$ cat config.mk
export PLATFORM = sky130hd
export DESIGN_NAME = rbd_cfg
export DESIGN_NICKNAME = d
export VERILOG_FILES = /design/src/hw/rbd_cfg.v
export VERILOG_INCLUDE_DIRS = /design/src /design/src/hw
export SDC_FILE = /design/constraint.sdc
export NUM_CORES = 1
export LEC_CHECK = 0
export BUFFER_PORTS_ARGS = -buffer_cell sky130_fd_sc_hd__buf_4
export CORE_MARGIN = 8
export CORE_UTILIZATION = 47
export CTS_BUF_LIST = sky130_fd_sc_hd__clkbuf_8
export CTS_CLUSTER_DIAMETER = 50
export DETAILED_ROUTE_END_ITERATION = 8
export HOLD_SLACK_MARGIN = 0.02
export PLACE_DENSITY = 0.7
export SLEW_MARGIN = 15
export SYNTH_ARGS = -nofsm -noshare
export SYNTH_HDL_FRONTEND = slang
export SYNTH_SLANG_ARGS = --single-unit
$ cat constraint.sdc
create_clock -name REF_CLK -period 8.1 [get_ports REF_CLK]
set_input_delay 1.215 -clock REF_CLK [delete_from_list [all_inputs] [get_ports REF_CLK]]
set_output_delay 1.215 -clock REF_CLK [all_outputs]
set_load 0.005 [all_outputs]
$ cat src/hw/rbd_regs.vh
// register map, field positions, reset values and timing constants of the burst and edge-timing slice
`ifndef RBD_REGS_VH
`define RBD_REGS_VH

// register indices; byte address is four times the index
`define RBD_IDX_FMAX_HI 8'h46
`define RBD_IDX_FMAX_LO 8'h48
`define RBD_IDX_BURST 8'h4A
`define RBD_IDX_C_FALL 8'h4B
`define RBD_IDX_D_RISE 8'h4D
`define RBD_IDX_PERIOD 8'h60
`define RBD_IDX_CTRL 8'h61
`define RBD_IDX_STATUS 8'h62

// burst control fields
`define RBD_BURST_EN_HI 7
`define RBD_BURST_EN_LO 6
`define RBD_BURST_OFS_MSB 5

// lower frequency-limit register carries its nibble here
`define RBD_FMAX_LO_MSB 7
`define RBD_FMAX_LO_LSB 4

// control and status fields
`define RBD_CTRL_RUN 0
`define RBD_STAT_RUN 0
`define RBD_STAT_SOFT 1
`define RBD_STAT_BURST 2
`define RBD_STAT_C 3
`define RBD_STAT_D 4

// reset values
`define RBD_RST_BYTE 8'h00
`define RBD_RST_PERIOD 16'h00C8

// timing: one edge-timing step and the core clock period, in ns
`define RBD_STEP_NS 5
`define RBD_CLK_NS 25
`define RBD_STEPS_PER_CLK (`RBD_CLK_NS / `RBD_STEP_NS)
`define RBD_D_NEG_SPAN 256

`endif

$ cat src/hw/rbd_cfg.v
// burst-mode and drive C/D edge-timing slice of a resonant pwm generator, with ahb-lite registers
//
// The AHB-Lite register port was chosen for this implementation.
`timescale 1ns/10ps
`default_nettype none
`include "rbd_regs.vh"

module rbd_cfg #(
    parameter PERIOD_W = 16 // width of the switching period count, 5 ns units
) (
    input wire REF_CLK, // core clock, 40 MHz
    input wire RSTN, // async reset, active low
    input wire HSEL, // ahb slave select
    input wire [31:0] HADDR, // ahb address
    input wire [1:0] HTRANS, // ahb transfer type
    input wire HWRITE, // ahb write
    input wire [2:0] HSIZE, // ahb size, word only
    input wire [31:0] HWDATA, // ahb write data
    input wire HREADY, // ahb bus ready
    output wire HREADYOUT, // ahb slave ready, always high
    output wire HRESP, // ahb response, always okay
    output reg [31:0] HRDATA, // ahb read data
    input wire SOFT_START, // soft start in progress, same clock domain
    output reg PRIMARY_DRIVE_C, // drive output c
    output reg PRIMARY_DRIVE_D, // drive output d
    output reg BURST_ACTIVE, // current cycle skipped for burst
    output reg CYCLE_END // one-cycle pulse at each cycle boundary
);

    ////////////////////////////////////////////////////////////////////////////////
    // software-visible registers
    reg [7:0] fmax_hi_q; // eight msbs of minimum period
    reg [3:0] fmax_lo_q; // four lsbs of minimum period
    reg [7:0] burst_q; // burst enable and offset
    reg [7:0] c_fall_lead_time_q; // drive c falling lead
    reg [7:0] d_rise_offset_time_q; // drive d signed rising offset
    reg [PERIOD_W-1:0] period_q; // commanded switching period
    reg run_q; // generator enable

    // working copies, loaded at a cycle boundary or while the generator is stopped
    reg [11:0] min_per_s_q; // minimum period in use
    reg [7:0] burst_s_q; // burst settings in use
    reg [7:0] c_lead_s_q; // c lead in use
    reg [7:0] d_ofs_s_q; // d offset in use
    reg [PERIOD_W-1:0] period_s_q; // period in use

    // ahb data-phase capture
    reg wr_pend_q; // a write data phase is due
    reg [7:0] wr_idx_q; // index of the pending write

    // cycle timer in 5 ns units
    reg [PERIOD_W-1:0] tmr_q; // position inside the current cycle
    reg [PERIOD_W-1:0] tmr_d; // next position
    reg burst_skip_q; // present cycle is a burst skip

    ////////////////////////////////////////////////////////////////////////////////
    // ahb-lite slave: zero wait states, always okay
    // hsize is not decoded: every access is taken as one whole word
    // a read right after a write to the same word still returns the old value,
    // since the write only lands at the end of its data phase
    wire addr_ok = HSEL && HREADY && HTRANS[1]; // nonseq or seq address phase
    wire [7:0] a_idx = HADDR[9:2]; // word index of the access
    assign HREADYOUT = 1'b1;
    assign HRESP = 1'b0;

    // read mux, evaluated in the address phase and flopped for the data phase
    reg [31:0] rd_mux; // value the addressed register shows
    always @* begin
        rd_mux = 32'h00000000; // unmapped words read as zero
        case (a_idx)
            `RBD_IDX_FMAX_HI: rd_mux = {24'h000000, fmax_hi_q};
            `RBD_IDX_FMAX_LO: rd_mux = {24'h000000, fmax_lo_q, 4'h0};
            `RBD_IDX_BURST: rd_mux = {24'h000000, burst_q};
            `RBD_IDX_C_FALL: rd_mux = {24'h000000, c_fall_lead_time_q};
            `RBD_IDX_D_RISE: rd_mux = {24'h000000, d_rise_offset_time_q};
            `RBD_IDX_PERIOD: rd_mux = {{(32-PERIOD_W){1'b0}}, period_q};
            `RBD_IDX_CTRL: rd_mux = {31'h00000000, run_q};
            `RBD_IDX_STATUS: rd_mux = {27'h0000000, PRIMARY_DRIVE_D, PRIMARY_DRIVE_C,
                                       BURST_ACTIVE, SOFT_START, run_q};
            default: rd_mux = 32'h00000000;
        endcase
    end

    // address-phase capture and read data register
    always @(posedge REF_CLK or negedge RSTN) begin
        if (!RSTN) begin
            wr_pend_q <= 1'b0;
            wr_idx_q <= 8'h00;
            HRDATA <= 32'h00000000;
        end else begin
            wr_pend_q <= addr_ok && HWRITE;
            wr_idx_q <= a_idx;
            if (addr_ok && !HWRITE) begin
                HRDATA <= rd_mux; // stands through the data phase
            end
        end
    end

    // register writes land in the data phase; unmapped writes vanish
    always @(posedge REF_CLK or negedge RSTN) begin
        if (!RSTN) begin
            fmax_hi_q <= `RBD_RST_BYTE;
            fmax_lo_q <= 4'h0;
            burst_q <= `RBD_RST_BYTE;
            c_fall_lead_time_q <= `RBD_RST_BYTE;
            d_rise_offset_time_q <= `RBD_RST_BYTE;
            period_q <= `RBD_RST_PERIOD;
            run_q <= 1'b0;
        end else if (wr_pend_q) begin
            case (wr_idx_q)
                `RBD_IDX_FMAX_HI: fmax_hi_q <= HWDATA[7:0];
                `RBD_IDX_FMAX_LO: fmax_lo_q <= HWDATA[`RBD_FMAX_LO_MSB:`RBD_FMAX_LO_LSB];
                `RBD_IDX_BURST: burst_q <= HWDATA[7:0];
                `RBD_IDX_C_FALL: c_fall_lead_time_q <= HWDATA[7:0];
                `RBD_IDX_D_RISE: d_rise_offset_time_q <= HWDATA[7:0];
                `RBD_IDX_PERIOD: period_q <= HWDATA[PERIOD_W-1:0];
                `RBD_IDX_CTRL: run_q <= HWDATA[`RBD_CTRL_RUN];
                default: run_q <= run_q; // unmapped: nothing stored
            endcase
        end
    end

    ////////////////////////////////////////////////////////////////////////////////
    // cycle timer: advances 5 steps of 5 ns per 25 ns clock
    // integer form first, then cut to the timer width on purpose
    localparam integer STEP_ADV_I = `RBD_STEPS_PER_CLK; // steps per clock, full width
    localparam [PERIOD_W-1:0] STEP_ADV = STEP_ADV_I[PERIOD_W-1:0]; // steps per clock
    wire [PERIOD_W:0] tmr_next = {1'b0, tmr_q} + {1'b0, STEP_ADV}; // no wrap
    // a period below one clock's worth of steps ends a cycle on every clock
    wire cyc_end = run_q && (tmr_next >= {1'b0, period_s_q}); // last clock of the cycle

    always @* begin
        tmr_d = tmr_q;
        if (!run_q || cyc_end) begin
            tmr_d = {PERIOD_W{1'b0}};
        end else begin
            tmr_d = tmr_next[PERIOD_W-1:0];
        end
    end

    ////////////////////////////////////////////////////////////////////////////////
    // burst decision for the next cycle: threshold and enables from the settings in use, period from the register
    wire [PERIOD_W+1:0] burst_thr = {{(PERIOD_W-10){1'b0}}, min_per_s_q}
                                  + {{(PERIOD_W-4){1'b0}}, burst_s_q[`RBD_BURST_OFS_MSB:0]};
    // light load pushes the commanded period below the threshold
    wire burst_want = {2'b00, period_q} < burst_thr;
    // low enable bit gates everything; high bit decides soft start
    wire burst_allow = burst_s_q[`RBD_BURST_EN_LO]
                     && (!SOFT_START || burst_s_q[`RBD_BURST_EN_HI]);

    ////////////////////////////////////////////////////////////////////////////////
    // edge positions, all in 5 ns steps from cycle start
    wire [PERIOD_W-1:0] mid_pt = {1'b0, period_s_q[PERIOD_W-1:1]}; // cycle midpoint
    // c falls lead steps before the end, never before cycle start
    wire [PERIOD_W:0] c_fall_raw = {1'b0, period_s_q} - {{(PERIOD_W-7){1'b0}}, c_lead_s_q};
    wire [PERIOD_W-1:0] c_fall_pt = c_fall_raw[PERIOD_W] ? {PERIOD_W{1'b0}}
                                                         : c_fall_raw[PERIOD_W-1:0];
    // d offset: trailing when top bit clear, leading by 256 minus setting when set
    localparam integer D_SPAN_I = `RBD_D_NEG_SPAN; // wrap of the signed setting, full width
    // cut to the sum width on purpose; the wrap fits any sensible period width
    localparam [PERIOD_W+1:0] D_SPAN = D_SPAN_I[PERIOD_W+1:0]; // wrap of the signed setting
    wire [PERIOD_W+1:0] d_rise_raw = {2'b00, mid_pt} + {{(PERIOD_W-6){1'b0}}, d_ofs_s_q}
                                   - (d_ofs_s_q[7] ? D_SPAN : {(PERIOD_W+2){1'b0}});
    // an early edge that falls before cycle start is held at zero
    wire [PERIOD_W-1:0] d_rise_pt = d_rise_raw[PERIOD_W+1] ? {PERIOD_W{1'b0}}
                                  : (d_rise_raw[PERIOD_W] ? {PERIOD_W{1'b1}} : d_rise_raw[PERIOD_W-1:0]);

    ////////////////////////////////////////////////////////////////////////////////
    // timer, shadow loading and burst skip; a change mid-cycle would cut a pulse short
    always @(posedge REF_CLK or negedge RSTN) begin
        if (!RSTN) begin
            tmr_q <= {PERIOD_W{1'b0}};
            min_per_s_q <= 12'h000;
            burst_s_q <= `RBD_RST_BYTE;
            c_lead_s_q <= `RBD_RST_BYTE;
            d_ofs_s_q <= `RBD_RST_BYTE;
            period_s_q <= `RBD_RST_PERIOD;
            burst_skip_q <= 1'b0;
        end else begin
            tmr_q <= tmr_d;
            if (!run_q || cyc_end) begin
                // idle or boundary: take the latest settings
                min_per_s_q <= {fmax_hi_q, fmax_lo_q};
                burst_s_q <= burst_q;
                c_lead_s_q <= c_fall_lead_time_q;
                d_ofs_s_q <= d_rise_offset_time_q;
                period_s_q <= period_q;
                burst_skip_q <= run_q && burst_allow && burst_want;
            end
        end
    end

    ////////////////////////////////////////////////////////////////////////////////
    // drive outputs, flopped to keep them glitch free
    always @(posedge REF_CLK or negedge RSTN) begin
        if (!RSTN) begin
            PRIMARY_DRIVE_C <= 1'b0;
            PRIMARY_DRIVE_D <= 1'b0;
            BURST_ACTIVE <= 1'b0;
            CYCLE_END <= 1'b0;
        end else begin
            // c high from cycle start until its early fall
            PRIMARY_DRIVE_C <= run_q && !burst_skip_q && !cyc_end && (tmr_q < c_fall_pt);
            // d high from its offset rise until the cycle end
            PRIMARY_DRIVE_D <= run_q && !burst_skip_q && !cyc_end && (tmr_q >= d_rise_pt);
            BURST_ACTIVE <= run_q && burst_skip_q;
            CYCLE_END <= cyc_end;
        end
    end

endmodule // rbd_cfg
`default_nettype wire

==> flow_metrics.tcl <==
set metrics [dict create \
    grt_max_degree 85 \
    h-tree-depth 4 \
    worstPathArrival_ns 5.15 \
    cpPeakStageDelay_ns 0.62 \
    rsz0062_at_grt "no" \
    switching_share 0.333 \
    first_iter_violations 438 \
    finalHoldViolations 0 \
    min_path_cells 2 \
    synthXorXnorAreaFrac 0.0385 \
    coreArea_um2 20100 \
    syn_avg_cell_area_um2 10.6 \
    max-slew-margin-rel 0.280 \
    place_congestion 0.888 \
    ioPinCount 113 \
    drv_slew 0 \
    n_antenna_cell 0 \
    nets 1138 \
    place_inst 1208 \
    synthAdderAreaFrac 0.139 \
    async_flop_share 1.00 \
    cellPowerDensity_nw_per_um2 173 \
    tritoncts.num_buffers 17 \
    grt_pass1_vias 6844 \
    drive_gt1_frac 0.234 \
    yosysWarningCount 0 \
    final.period_utilization 0.596 \
    p_clk_frac 0.282 \
    grt_pass1_wl_mm 35.6 \
    p_switching_w 0.000601 \
    clk_pin_slew_ns 0.09 \
    via_per_inst 5.46 \
    row_count 52 \
    synth-simple-area-share 0.121 \
    wl_mm 22.2 \
    grt_usage 0.185 \
    cts_tree "built" \
    worstPathMaxFanout 15 \
    intPower_w 0.00121 \
    synth_compound_area_frac 0.107 \
    p_leak_nw 5.04 \
    endpoint_kind "flip-flop" \
    critPathKind "flip-flop to flip-flop" \
    syn_area_um2 9550 \
    ctsLongestPathBuffers 2 \
    route.antenna.remaining_nets 0 \
    hp-class "flip-flop to flip-flop" \
    tightest_slew_ns 1.08 \
    die_area_um2 25100 \
    synth_seq_cells 151 \
    start_util 0.475 \
    r2r_setup_slack_ns 3.27 \
    r2r_cells 17 \
    power_frac_seq 0.454 \
    die_height_um 159 \
    share_comb_of_total_power 0.264 \
    routed-via-count 6776 \
    portBuffers 50 \
    ys.flop_type "dfrtp_1" \
    setup_violations 0 \
    status "complete, no violations" \
    post_cts_resize_count 0 \
    cap_violations 0 \
    synth_edf_count 0 \
    first_pass_iters 5 \
    root_buffer "clkbuf_8" \
    die_w_um 159 \
    period_minus_slack_ns 4.83 \
    synth_cell_types 65 \
    seq_area_frac_synth 0.396 \
    drc 0 \
    routedWlPerCell_um 17.9 \
    crit_slowest_cell "a2111oi_0" \
    fin_cells 1241 \
    postCtsSetupBuffers 0 \
    skew_ns 0.0110 \
    fin_tns_setup_ns 0 \
    synth_top_family_by_area "multiplexers" \
    clock-sinks 151 \
    crit_required_ns 8.42 \
    clk_latency_ns 0.45 \
    crit_top_cell "ha_1" \
    max_freq_mhz 207 \
    antenna_found_initial 0 \
    dp_hpwl_mm 17.2 \
    syn-instance-count 905 \
    startpoint_type "flip-flop" \
    irDropWorstVdd_uv 101 \
    hold_slack_ns 0.486 \
    cts_hold_buffers 0 \
    synthMuxAreaShare 0.143 \
    overflow 0 \
    area_delta_synth_final_pct 9.45 \
    path_cells "inv_1, ha_1, inv_1, ha_1, nor2b_1, o31ai_2, a21oi_1, a31o_2, a21oi_2, o21ai_2, nand3_1, ha_1, and3_1, a2111oi_0, a211oi_1, nor4_1, a2111oi_2" \
]
synthesized netlist by cell type, types with 5 or more instances:
master,n,share of area
o21ai_0,43,0.023
nor2b_1,16,0.010
nor2_1,34,0.013
clkbuf_1,10,0.0039
mux2_2,94,0.11
dfrtp_1,145,0.38
a222oi_1,5,0.0052
nor3_1,18,0.0094
mux2_4,20,0.031
nand2b_1,13,0.0085
nand3_1,16,0.0084
ha_1,103,0.13
and3_1,22,0.014
a31oi_1,5,0.0033
nand2_1,78,0.031
dfstp_2,6,0.017
inv_1,62,0.024
nand4_1,11,0.0072
o21a_1,9,0.0071
buf_4,21,0.017
a211oi_1,9,0.0071
xnor2_1,32,0.029
xor2_1,10,0.0092
buf_2,5,0.0026
a21o_1,12,0.0094
a21oi_1,41,0.021
flip-flops by register name, summed over array words and instances, names as in the netlist, 12 cells and up:
name / flops
tmr_q: 16
period_s_q: 16
period_q: 16
min_per_s_q: 12
HRDATA: 16
logic make-up (layout without fill, tap and decap cells):
kind of cell	Yosys count	after routing
fa+ha+maj	105	105
flops	151	151
xor+xnor	42	42
compound gates	158	158
other cells	2	18
mux	115	115
simple gates	231	231
buf+inv	101	151
layer usage:
layer / vias up / GRT usage / wire length, um
met5: - / 0 / 0
met1: 3293 / 0.234 / 9930
li1: 3294 / - / -
met2: 149 / 0.315 / 10900
met4: 0 / 0.0633 / 505
met3: 40 / 0.0274 / 825
worst max-delay path, delay by kind of cell, from the launching register on:
family / cells / cell delay, ns
DFF: 1 / 0.55
AOI/OAI and AO/OA: 8 / 2.23
buffers and inverters: 2 / 0.12
and+or+nand+nor: 4 / 0.88
adders and majority gates: 3 / 0.90
worst paths after layout:
kind / startpoint / to
max: period_s_q[3] / PRIMARY_DRIVE_D
min: HRDATA[0] / HRDATA[0]
max reg2reg: period_s_q[3] / PRIMARY_DRIVE_D
min reg2reg: HRDATA[0] / HRDATA[0]
max in group asynchronous: RSTN / tmr_q[4]
min in group asynchronous: RSTN / wr_idx_q[6]
metrics by stage:
| step | total power, W | util | instance area, um^2 | setup slack [ns] |
|---|---|---|---|---|
| finish | 0.00181 | 0.520 | 10500 | 3.27 |
| global route | 0.00191 | 0.520 | 10500 | 2.89 |
| CTS | 0.00182 | 0.519 | 10400 | 3.19 |
| detailed placement | 0.00132 | 0.502 | 10100 | 3.22 |
| global placement | 0.00131 | 0.502 | 10100 | 3.26 |
| floorplan | 0.00120 | - | 9610 | 4.25 |
cell usage in the layout (no fill, tap or decap), drive strengths merged, types with 17 or more instances in the layout:
| cell | n |
|---|---|
| a21oi | 43 |
| and3 | 22 |
| buf | 57 |
| clkbuf | 17 |
| conb | 18 |
| dfrtp | 145 |
| ha | 103 |
| inv | 64 |
| mux2 | 114 |
| nand2 | 79 |
| nor2 | 34 |
| nor3 | 20 |
| o21ai | 49 |
| xnor2 | 32 |
power groups by stage:
| stage | clock network (W) | logic, W | registers [W] |
|---|---|---|---|
| 2_1_floorplan | 0 | 0.000378 | 0.000823 |
| 3_3_place_gp | 0 | 0.000475 | 0.000834 |
| 3_5_place_dp | 0 | 0.000480 | 0.000835 |
| 4_1_cts | 0.000521 | 0.000483 | 0.000821 |
| 5_1_grt | 0.000551 | 0.000533 | 0.000826 |
| 6_report | 0.000509 | 0.000478 | 0.000821 |
area by class of cell:
cell class	instances	area [um^2]
fill	1855	9650
multi-input combinational	669	5320
sequential	151	3790
timing repair buffer	57	439
tap	270	338
clock buffer	17	234
inverter	62	233
clock inverter	15	108
No activity file was read; power rests on OpenSTA's default activity.
